[config.mk]
export PLATFORM = sky130hd
export DESIGN_NAME = pdte_event_status
export DESIGN_NICKNAME = d
export VERILOG_FILES = /design/src/rtl/pdte_pkg.sv /design/src/rtl/pdte_sync.sv /design/src/rtl/pdte_event_status.sv
export SDC_FILE = /design/constraint.sdc
export NUM_CORES = 1
export LEC_CHECK = 0
export ABC_AREA = 1
export BUFFER_PORTS_ARGS = -buffer_cell sky130_fd_sc_hd__buf_2
export CORE_AREA = 2 2 84 78
export DETAILED_ROUTE_END_ITERATION = 10
export DIE_AREA = 0 0 86 80
export GPL_TIMING_DRIVEN = 0
export PLACE_DENSITY = 0.69
export REMOVE_ABC_BUFFERS = 1
export SLEW_MARGIN = 20
export SYNTH_ARGS = -nofsm -noshare
export SYNTH_HDL_FRONTEND = slang
export SYNTH_HIERARCHICAL = 1
export SYNTH_SLANG_ARGS = --single-unit
[constraint.sdc]
create_clock -name ref_clk_in -period 1.4 [get_ports ref_clk_in]
set_input_delay 0.07 -clock ref_clk_in [delete_from_list [all_inputs] [get_ports ref_clk_in]]
set_output_delay 0.07 -clock ref_clk_in [all_outputs]
set_load 0.1 [all_outputs]
[src/rtl/pdte_pkg.sv]
// constants of the toggle/event status register block
// assumes an 8-bit register port on the device clock
package pdte_pkg;
    localparam logic [7:0] PDTE_ADDR_CTRL = 8'h00;
    localparam logic [7:0] PDTE_ADDR_MASK_A = 8'h0e;
    localparam logic [7:0] PDTE_ADDR_MASK_B = 8'h0f;
    localparam logic [7:0] PDTE_ADDR_STAT_A = 8'h3c;
    localparam logic [7:0] PDTE_ADDR_STAT_B = 8'h3d;
    localparam logic [7:0] PDTE_ADDR_FLAG_A = 8'h3e;
    localparam logic [7:0] PDTE_ADDR_FLAG_B = 8'h3f;
    localparam logic [7:0] PDTE_RESET_VAL = 8'h00;
    localparam logic [7:0] PDTE_CTRL_WMASK = 8'h01;
    localparam logic [7:0] PDTE_MASK_B_WMASK = 8'h01;
    localparam logic [7:0] PDTE_FLAG_B_WMASK = 8'h01;
    localparam int PDTE_CTRL_AUDIO = 0;
    localparam int PDTE_MB_ACK = 0;
    localparam int PDTE_FB_ACK = 0;
    localparam int PDTE_SA_SOFT_RESET_FAILED = 5;
    localparam int PDTE_SA_RETRIES_EXHAUSTED = 4;
    localparam int PDTE_SA_PWR_HI = 3;
    localparam int PDTE_SA_PWR_LO = 2;
    localparam int PDTE_SA_SOFT_RESET_SEEN = 1;
    localparam int PDTE_SA_HARD_RESET_SEEN = 0;
    localparam int PDTE_SB_TOG_HI = 5;
    localparam int PDTE_SB_TOG_LO = 3;
    localparam int PDTE_SB_SOP2DB = 2;
    localparam int PDTE_SB_SOP1DB = 1;
    localparam int PDTE_SB_SOP = 0;
    localparam int PDTE_FA_OCPTEMP = 7;
    localparam int PDTE_FA_TOGDONE = 6;
    localparam int PDTE_FA_SOFT_RESET_FAILED = 5;
    localparam int PDTE_FA_RETRIES_EXHAUSTED = 4;
    localparam int PDTE_FA_HARDSENT = 3;
    localparam int PDTE_FA_TXACK = 2;
    localparam int PDTE_FA_SOFT_RESET_SEEN = 1;
    localparam int PDTE_FA_HARD_RESET_SEEN = 0;
    localparam int PDTE_SYNC_W = 2;
    typedef enum logic [2:0] {
        PDTE_TOG_RUNNING = 3'b000,
        PDTE_TOG_SRC_CC1 = 3'b001,
        PDTE_TOG_SRC_CC2 = 3'b010,
        PDTE_TOG_SNK_CC1 = 3'b101,
        PDTE_TOG_SNK_CC2 = 3'b110,
        PDTE_TOG_AUDIO = 3'b111
    } pdte_tog_t;
    typedef enum logic [2:0] {
        PDTE_SOP = 3'b000,
        PDTE_SOP1 = 3'b001,
        PDTE_SOP2 = 3'b010,
        PDTE_SOP1_DBG = 3'b011,
        PDTE_SOP2_DBG = 3'b100
    } pdte_sop_t;
endpackage

[src/rtl/pdte_sync.sv]
// two-stage synchroniser for asynchronous level inputs
// assumes inputs change slowly relative to the clock
`timescale 1ns/10ps
module pdte_sync #(
    parameter int W = 2
) (
    input wire logic ref_clk_in,
    input wire logic nrst_in,
    input wire logic [W-1:0] async_in,
    output logic [W-1:0] sync_out
);
    logic [W-1:0] meta_reg;
    genvar i;
    generate
        for (i = 0; i < W; i++)
        begin : g_bit
            always_ff @(posedge ref_clk_in or negedge nrst_in)
            begin
                if (!nrst_in)
                begin
                    meta_reg[i] <= 1'b0;
                    sync_out[i] <= 1'b0;
                end
                else
                begin
                    meta_reg[i] <= async_in[i];
                    sync_out[i] <= meta_reg[i];
                end
            end
        end
    endgenerate
endmodule

[src/rtl/pdte_event_status.sv]
// event, status and mask registers of the pd port controller
// assumes event inputs are one-cycle pulses on ref_clk_in and
// the register port master runs on the same clock
`timescale 1ns/10ps
module pdte_event_status
    import pdte_pkg::*;
(
    input wire logic ref_clk_in,
    input wire logic nrst_in,
    input wire logic [7:0] reg_addr_in,
    input wire logic reg_wr_in,
    input wire logic [7:0] reg_wdata_in,
    input wire logic reg_rd_in,
    output logic [7:0] reg_rdata_out,
    output logic reg_rvalid_out,
    input wire logic start_tx_cmd_in,
    input wire logic transmitter_on_cmd_in,
    input wire logic send_hard_reset_cmd_in,
    input wire logic pd_reset_cmd_in,
    input wire logic soft_reset_failed_evt_in,
    input wire logic retries_exhausted_evt_in,
    input wire logic hard_reset_sent_evt_in,
    input wire logic tx_acknowledged_evt_in,
    input wire logic soft_reset_rx_evt_in,
    input wire logic hard_reset_rx_evt_in,
    input wire logic ack_sent_evt_in,
    input wire logic toggle_finished_evt_in,
    input wire logic vconn_overcurrent_in,
    input wire logic overtemp_in,
    input wire logic [1:0] internal_power_request_in,
    input wire logic [3:0] host_power_enables_in,
    input wire logic [2:0] toggle_result_code_in,
    input wire logic rx_fifo_write_in,
    input wire logic [2:0] rx_sop_kind_in,
    input wire logic sink_only_toggle_in,
    input wire logic ra_on_both_cc_in,
    output logic irq_n_out,
    output logic stop_toggle_on_audio_out,
    output logic toggle_audio_halt_out,
    output logic [3:0] effective_power_out
);
    import pdte_pkg::*;

    function automatic logic pdte_hit(
        input logic [7:0] addr,
        input logic [7:0] target
    );
        pdte_hit = (addr == target);
    endfunction

    function automatic logic [3:0] pdte_max_power(
        input logic [3:0] host,
        input logic [1:0] internal
    );
        logic [3:0] merged;
        merged = {internal, host[1:0]};
        pdte_max_power = (host > merged) ? host : merged;
    endfunction

    logic [7:0] ctrl_reg;
    logic [7:0] mask_a_reg;
    logic [7:0] mask_b_reg;
    logic [7:0] flag_a_reg;
    logic [7:0] flag_b_reg;
    logic soft_fail_reg;
    logic retry_fail_reg;
    logic [1:0] int_pwr_reg;
    logic soft_seen_reg;
    logic hard_seen_reg;
    logic [2:0] tog_code_reg;
    logic [2:0] sop_bits_reg;
    logic [PDTE_SYNC_W-1:0] fault_prev_reg;
    logic [PDTE_SYNC_W-1:0] fault_sync;

    logic [7:0] ctrl_next;
    logic [7:0] mask_a_next;
    logic [7:0] mask_b_next;
    logic [7:0] flag_a_next;
    logic [7:0] flag_b_next;
    logic soft_fail_next;
    logic retry_fail_next;
    logic soft_seen_next;
    logic hard_seen_next;
    logic [2:0] sop_bits_next;

    wire wr_ctrl = reg_wr_in && pdte_hit(reg_addr_in, PDTE_ADDR_CTRL);
    wire wr_mask_a = reg_wr_in && pdte_hit(reg_addr_in, PDTE_ADDR_MASK_A);
    wire wr_mask_b = reg_wr_in && pdte_hit(reg_addr_in, PDTE_ADDR_MASK_B);
    wire rd_flag_a = reg_rd_in && pdte_hit(reg_addr_in, PDTE_ADDR_FLAG_A);
    wire rd_flag_b = reg_rd_in && pdte_hit(reg_addr_in, PDTE_ADDR_FLAG_B);

    // fault comparators are analog, so they cross into the clock first
    pdte_sync #(
        .W(PDTE_SYNC_W)
    ) u_fault_sync (
        .ref_clk_in(ref_clk_in),
        .nrst_in(nrst_in),
        .async_in({overtemp_in, vconn_overcurrent_in}),
        .sync_out(fault_sync)
    );

    wire ocp_any = |fault_sync;
    // a rise on either fault counts, so a new fault is not hidden behind one already standing
    wire ocp_rise = |(fault_sync & ~fault_prev_reg);
    wire fail_clr = start_tx_cmd_in || transmitter_on_cmd_in || send_hard_reset_cmd_in;

    logic [7:0] evt_a;
    logic [7:0] evt_b;
    assign evt_a[PDTE_FA_OCPTEMP] = ocp_rise;
    assign evt_a[PDTE_FA_TOGDONE] = toggle_finished_evt_in;
    assign evt_a[PDTE_FA_SOFT_RESET_FAILED] = soft_reset_failed_evt_in;
    assign evt_a[PDTE_FA_RETRIES_EXHAUSTED] = retries_exhausted_evt_in;
    assign evt_a[PDTE_FA_HARDSENT] = hard_reset_sent_evt_in;
    assign evt_a[PDTE_FA_TXACK] = tx_acknowledged_evt_in;
    assign evt_a[PDTE_FA_SOFT_RESET_SEEN] = soft_reset_rx_evt_in;
    assign evt_a[PDTE_FA_HARD_RESET_SEEN] = hard_reset_rx_evt_in;
    assign evt_b = PDTE_FLAG_B_WMASK & {8{ack_sent_evt_in}};

    // read clears, but an event landing on the same edge still sets
    assign flag_a_next = (flag_a_reg & ~{8{rd_flag_a}}) | evt_a;
    assign flag_b_next = (flag_b_reg & ~{8{rd_flag_b}}) | evt_b;

    // reserved bits are never stored, so they always read zero
    assign ctrl_next = wr_ctrl ? (reg_wdata_in & PDTE_CTRL_WMASK) : ctrl_reg;
    assign mask_a_next = wr_mask_a ? reg_wdata_in : mask_a_reg;
    assign mask_b_next = wr_mask_b ? (reg_wdata_in & PDTE_MASK_B_WMASK) : mask_b_reg;

    assign soft_fail_next = soft_reset_failed_evt_in || (soft_fail_reg && !fail_clr);
    assign retry_fail_next = retries_exhausted_evt_in || (retry_fail_reg && !fail_clr);
    assign soft_seen_next = soft_reset_rx_evt_in || (soft_seen_reg && !pd_reset_cmd_in);
    assign hard_seen_next = hard_reset_rx_evt_in || (hard_seen_reg && !pd_reset_cmd_in);

    logic [2:0] sop_decode;
    assign sop_decode[PDTE_SB_SOP2DB] = (rx_sop_kind_in == PDTE_SOP2_DBG);
    assign sop_decode[PDTE_SB_SOP1DB] = (rx_sop_kind_in == PDTE_SOP1_DBG);
    assign sop_decode[PDTE_SB_SOP] = (rx_sop_kind_in == PDTE_SOP);
    assign sop_bits_next = rx_fifo_write_in ? sop_decode : sop_bits_reg;

    logic [7:0] stat_a_view;
    logic [7:0] stat_b_view;
    always_comb
    begin
        stat_a_view = PDTE_RESET_VAL;
        stat_a_view[PDTE_SA_SOFT_RESET_FAILED] = soft_fail_reg;
        stat_a_view[PDTE_SA_RETRIES_EXHAUSTED] = retry_fail_reg;
        stat_a_view[PDTE_SA_PWR_HI:PDTE_SA_PWR_LO] = int_pwr_reg;
        stat_a_view[PDTE_SA_SOFT_RESET_SEEN] = soft_seen_reg;
        stat_a_view[PDTE_SA_HARD_RESET_SEEN] = hard_seen_reg;
        stat_b_view = PDTE_RESET_VAL;
        stat_b_view[PDTE_SB_TOG_HI:PDTE_SB_TOG_LO] = tog_code_reg;
        stat_b_view[PDTE_SB_SOP2DB:PDTE_SB_SOP] = sop_bits_reg;
    end

    logic [7:0] rd_mux;
    always_comb
    begin
        rd_mux = PDTE_RESET_VAL;
        unique case (reg_addr_in)
            PDTE_ADDR_CTRL: rd_mux = ctrl_reg;
            PDTE_ADDR_MASK_A: rd_mux = mask_a_reg;
            PDTE_ADDR_MASK_B: rd_mux = mask_b_reg;
            PDTE_ADDR_STAT_A: rd_mux = stat_a_view;
            PDTE_ADDR_STAT_B: rd_mux = stat_b_view;
            PDTE_ADDR_FLAG_A: rd_mux = flag_a_reg;
            PDTE_ADDR_FLAG_B: rd_mux = flag_b_reg;
            default: rd_mux = PDTE_RESET_VAL;
        endcase
    end

    // mask bit one blocks a flag from the interrupt pin
    wire [7:0] live_a = flag_a_reg & ~mask_a_reg;
    wire [7:0] live_b = flag_b_reg & ~mask_b_reg;
    wire irq_any = (|live_a) || (|live_b);
    wire audio_halt = ctrl_reg[PDTE_CTRL_AUDIO] && sink_only_toggle_in && ra_on_both_cc_in;

    always_ff @(posedge ref_clk_in or negedge nrst_in)
    begin
        if (!nrst_in)
        begin
            ctrl_reg <= PDTE_RESET_VAL;
            mask_a_reg <= PDTE_RESET_VAL;
            mask_b_reg <= PDTE_RESET_VAL;
            flag_a_reg <= PDTE_RESET_VAL;
            flag_b_reg <= PDTE_RESET_VAL;
        end
        else
        begin
            ctrl_reg <= ctrl_next;
            mask_a_reg <= mask_a_next;
            mask_b_reg <= mask_b_next;
            flag_a_reg <= flag_a_next;
            flag_b_reg <= flag_b_next;
        end
    end

    always_ff @(posedge ref_clk_in or negedge nrst_in)
    begin
        if (!nrst_in)
        begin
            soft_fail_reg <= 1'b0;
            retry_fail_reg <= 1'b0;
            soft_seen_reg <= 1'b0;
            hard_seen_reg <= 1'b0;
            int_pwr_reg <= 2'h0;
            tog_code_reg <= PDTE_TOG_RUNNING;
            sop_bits_reg <= 3'h0;
            fault_prev_reg <= {PDTE_SYNC_W{1'b0}};
        end
        else
        begin
            soft_fail_reg <= soft_fail_next;
            retry_fail_reg <= retry_fail_next;
            soft_seen_reg <= soft_seen_next;
            hard_seen_reg <= hard_seen_next;
            int_pwr_reg <= internal_power_request_in;
            tog_code_reg <= toggle_result_code_in;
            sop_bits_reg <= sop_bits_next;
            fault_prev_reg <= fault_sync;
        end
    end

    always_ff @(posedge ref_clk_in or negedge nrst_in)
    begin
        if (!nrst_in)
        begin
            reg_rdata_out <= PDTE_RESET_VAL;
            reg_rvalid_out <= 1'b0;
            irq_n_out <= 1'b1;
            stop_toggle_on_audio_out <= 1'b0;
            toggle_audio_halt_out <= 1'b0;
            effective_power_out <= 4'h0;
        end
        else
        begin
            if (reg_rd_in)
            begin
                reg_rdata_out <= rd_mux;
            end
            reg_rvalid_out <= reg_rd_in;
            irq_n_out <= !irq_any;
            stop_toggle_on_audio_out <= ctrl_reg[PDTE_CTRL_AUDIO];
            toggle_audio_halt_out <= audio_halt;
            effective_power_out <= pdte_max_power(host_power_enables_in, internal_power_request_in);
        end
    end
endmodule

; ---- Yosys cells after proc, flatten, opt, wreduce, memory -nomap -nowiden
; Index checks and enable logic that the tools add are counted.
[word_totals]
inputBits = 49
ff_bits = 60
elab_cells = 72
[classes]
bitwise_logic = 12
magnitude_cmp = 1
eq_ne = 8
n_reduce_logical = 26
n_mux = 2
[op_table]
columns = op, n
row1 = $pmux 8 s7, 1
row2 = $and 8x8->8, 4
row3 = $eq 8x6->1 const B, 4
row4 = $not 8->8, 3
row5 = $eq 8x4->1 const B, 2
row6 = $reduce_or 8->1, 2
row7 = $logic_and 1x1->1, 11
row8 = $logic_not 8->1, 1
row9 = $not 1->8, 1
row10 = $or 8x1->8, 1
row11 = $or 8x8->8, 1
row12 = $logic_or 1x1->1, 7
row13 = $gt 4x4->1, 1
row14 = $mux 4, 1
row15 = $eq 3x2->1 const B, 1
row16 = $eq 3x3->1 const B, 1
row17 = $logic_not 1->1, 3
row18 = $logic_not 3->1, 1
row19 = $and 2x2->2, 1
row20 = $not 2->2, 1
row21 = $reduce_or 2->1, 1

; ---- Depth between registers and ports, before layout
[depth]
word_depth = 5
mapped_depth = 10
ltp_nobuf = 9

; ---- By module
; The synthesis kept the hierarchy.
[modules_own_cells]
columns = module, seq_area_each_um2, area_each_um2, instances, cells_per_inst
row1 = pdte_event_status, 1402.6, 2529.9, 1, 293
row2 = pdte_sync, 100.1, 100.1, 1, 4

; ---- Worst setup path after synthesis
; Ideal clock, no wire load.
[synth_timing]
path_kind = reg-to-reg
start = reg, netlist name reg_rdata_out[0]
end = reg reg_rdata_out[0]
path_buffers = 0
slack_ps = 244
path_stages_with_launch = 3
required_ps = 1332
setup_time_ps = 68
arrival_time_ps = 1088
path_cell_list = dfrtp_1 -> nand2_1 -> nand2_1
[synth_rtl]
columns = item, line
row1 = end signal: assignment, pdte_event_status.sv:237  ; reg_rdata_out <= rd_mux;
row2 = end: declaration, pdte_event_status.sv:14  ; output logic [7:0] reg_rdata_out,

; ---- Worst setup path in the final report
[layout_timing]
start = reg irq_n_out
end = out irq_n_out
[layout_rtl]
columns = item, line
row1 = start: declaration, pdte_event_status.sv:37  ; output logic irq_n_out,
row2 = start signal: assignment, pdte_event_status.sv:240  ; irq_n_out <= !irq_any;
; No word-level cell between the ends.

==> out/metrics.csv <==
metric;value;unit
hold_viol;0;
setup_tns;0;ns
p_per_area;1134;mW/mm²
synth_seq_area_share;0.5714;
clkTransAtPathRegs;0.06;ns
cp_num_buf_inv;1;
timing.final.crit_share;0.9497;
skew;0.009650;ns
rows;27;
postSynth.asyncResetShare;1.000;
rsz0062_at_grt;no;
synth_edf_count;0;
dp_hpwl;4150;µm
path_delay_family;flip-flops;
holdCritPathClass;input pin to flip-flop;
yosysMostFrequentCell;nand2_1;
cts.sinks;60;
ys_top_cells_by_area;dfrtp_1 56%, nand2_1 11%, nand3_1 6.5%;
antenna_found_initial;0;
startpoint_type;flip-flop;
whs;0.01054;ns
min_period;1.330;ns
dp.cells;428;
seqPwrFrac;0.448;
avgViaCountPerCell;4.745;
die-area;0.006880;mm²
clk_path_buf_depth;2;
crit_type;flip-flop to output port;
globalRouteOverflowTotal;0;
p_sw_frac;0.2390;
ys.flop_type;dfrtp_1;
setup_violations;0;
htree_num_levels;3;
synth_top_cells_by_count;78 x nand2_1, 59 x dfrtp_1, 40 x inv_1;
arrival;1.26;ns
drtIter0Drc;165;
ir_drop;982.0;µV
gp_congestion;0.8567;
layoutNonFillerInstCount;479;
utilization;0.6026;
grt_usage;0.1901;
synth_area;0.002630;mm²
end_kind;output port;
syn_avg_cell_area;8.855;µm²
io_pins;65;
relSlewSlack;0.5041;
p_int;3.109;mW
p_leak;2.032;nW
cp_max_fo;1;
grt_pass1_wl;9922;µm
p_comb_frac;0.114;
ys_ff_latch;60;
critical_path_required;1.33;ns
die_height;80;µm
vias;2273;
p_sw;0.9761;mW
cp_cell_sequence;buf_2;
avgRoutedWirePerCell;12.60;µm
grt_max_degree;61;
fmax;0.7521;GHz
cap_violations;0;
slowest_delay;0.51;ns
netlist.area_leader.share;0.5614;
drv_slew;0;
cts_tree;built;
worst_pin_slew;0.7439;ns
portBuffers;64;
synth_top_area_cell;dfrtp_1;
p_clk_frac;0.439;
drive_gt1_frac;0.2359;
firstDrtPassIters;4;
cts_root_buffer;clkbuf_8;
postSynthCellCount;297;
cts_resized;0;
drc_errors;0;
n_antenna_cell;0;
cts_buffers;9;
synth.distinct_cells;30;
syn_to_final_growth;37.01;%
dieWidth;86;µm
insertion_delay;0.34;ns
grt_pass1_vias;2237;
status;complete, no violations;
start_util;0.4398;
drt-total-wl;6036;µm
critPathSlowestCell;dfstp_2;
core_area;0.005979;mm²
fin_nets;453;
yosysWarnings;6;
ant_nets;0;
[cell usage in the layout (no fill, tap or decap), drive strengths merged, types with 4 or more instances in the layout]
cell type,n
dfrtp,59
nand2,81
a21oi,4
o21ai,19
clkbuf,12
buf,65
dlygate4sd3,35
nand3,36
inv,43
nor2,27
[timing repair]
action,in CTS,in global routing
hold buffers,35,0
setup buffers,0,0
hold endpoints to repair,95,0
[per-layer routing]
| layer | vias up | wire length, µm | GRT usage | part of all wire |
|---|---|---|---|---|
| met2 | 71 | 2831 | 0.3155 | 0.47 |
| met1 | 1037 | 2785 | 0.2387 | 0.46 |
| met5 | - | 0 | 0 | 0 |
| met3 | 6 | 368 | 0.06412 | 0.061 |
| met4 | 0 | 51 | 0.04762 | 0.0084 |
| li1 | 1159 | - | - | - |
[power groups by stage]
stage	logic (mW)	clock network [mW]	registers [mW]
6_report	0.464	1.79	1.83
5_1_grt	0.508	1.90	1.83
4_1_cts	0.466	1.82	1.83
3_5_place_dp	0.391	0	1.86
3_3_place_gp	0.381	0	1.86
2_1_floorplan	0.107	0	1.97
[metrics by stage]
step	setup slack (ns)	power, mW	instance area [µm²]
global route	0.01797	4.241	3603
detailed placement	-0.05899	2.250	3018
finish	0.07042	4.085	3603
floorplan	-0.3394	2.081	2587
global placement	-1.088	2.240	2998
CTS	0.05972	4.115	3603
[final timing paths]
check	start	to	cells past startpoint	slack [ns]
min in group asynchronous	nrst_in	fault_prev_reg[0]	2	0.34
worst min register to register	u_fault_sync/meta_reg[1]	u_fault_sync/sync_out[1]	0	0.35
max in group asynchronous	nrst_in	mask_b_reg[0]	2	0.58
worst max register to register	ctrl_reg[0]	toggle_audio_halt_out	2	0.17
worst max-delay path	irq_n_out	irq_n_out	1	0.07
worst min-delay path	rx_sop_kind_in[2]	sop_bits_reg[2]	3	0.01
[worst register-to-register path, cell delays in order (launching register included)]
cell	delay (ns)
dfrtp_1	0.41
and3_1	0.16
dlygate4sd3_1	0.55
[cell families after synthesis]
family          count (synthesis)  share of synthesized area
fa+ha+maj                       2                   0.009513
compound gates                 34                    0.07612
buf+inv                        49                    0.07754
simple gates                  152                     0.2655
flops                          60                     0.5714
[cell type report]
type	count	area (µm²)
Inverter	43	161.4
Fill cell	531	2376
Tap cell	72	90.09
Multi-Input combinational cell	188	925.9
Clock inverter	4	70.07
Clock buffer	12	165.2
Sequential cell	60	1503
Timing Repair Buffer	100	688.2
Note: power is estimated with default switching activity, not from simulation.
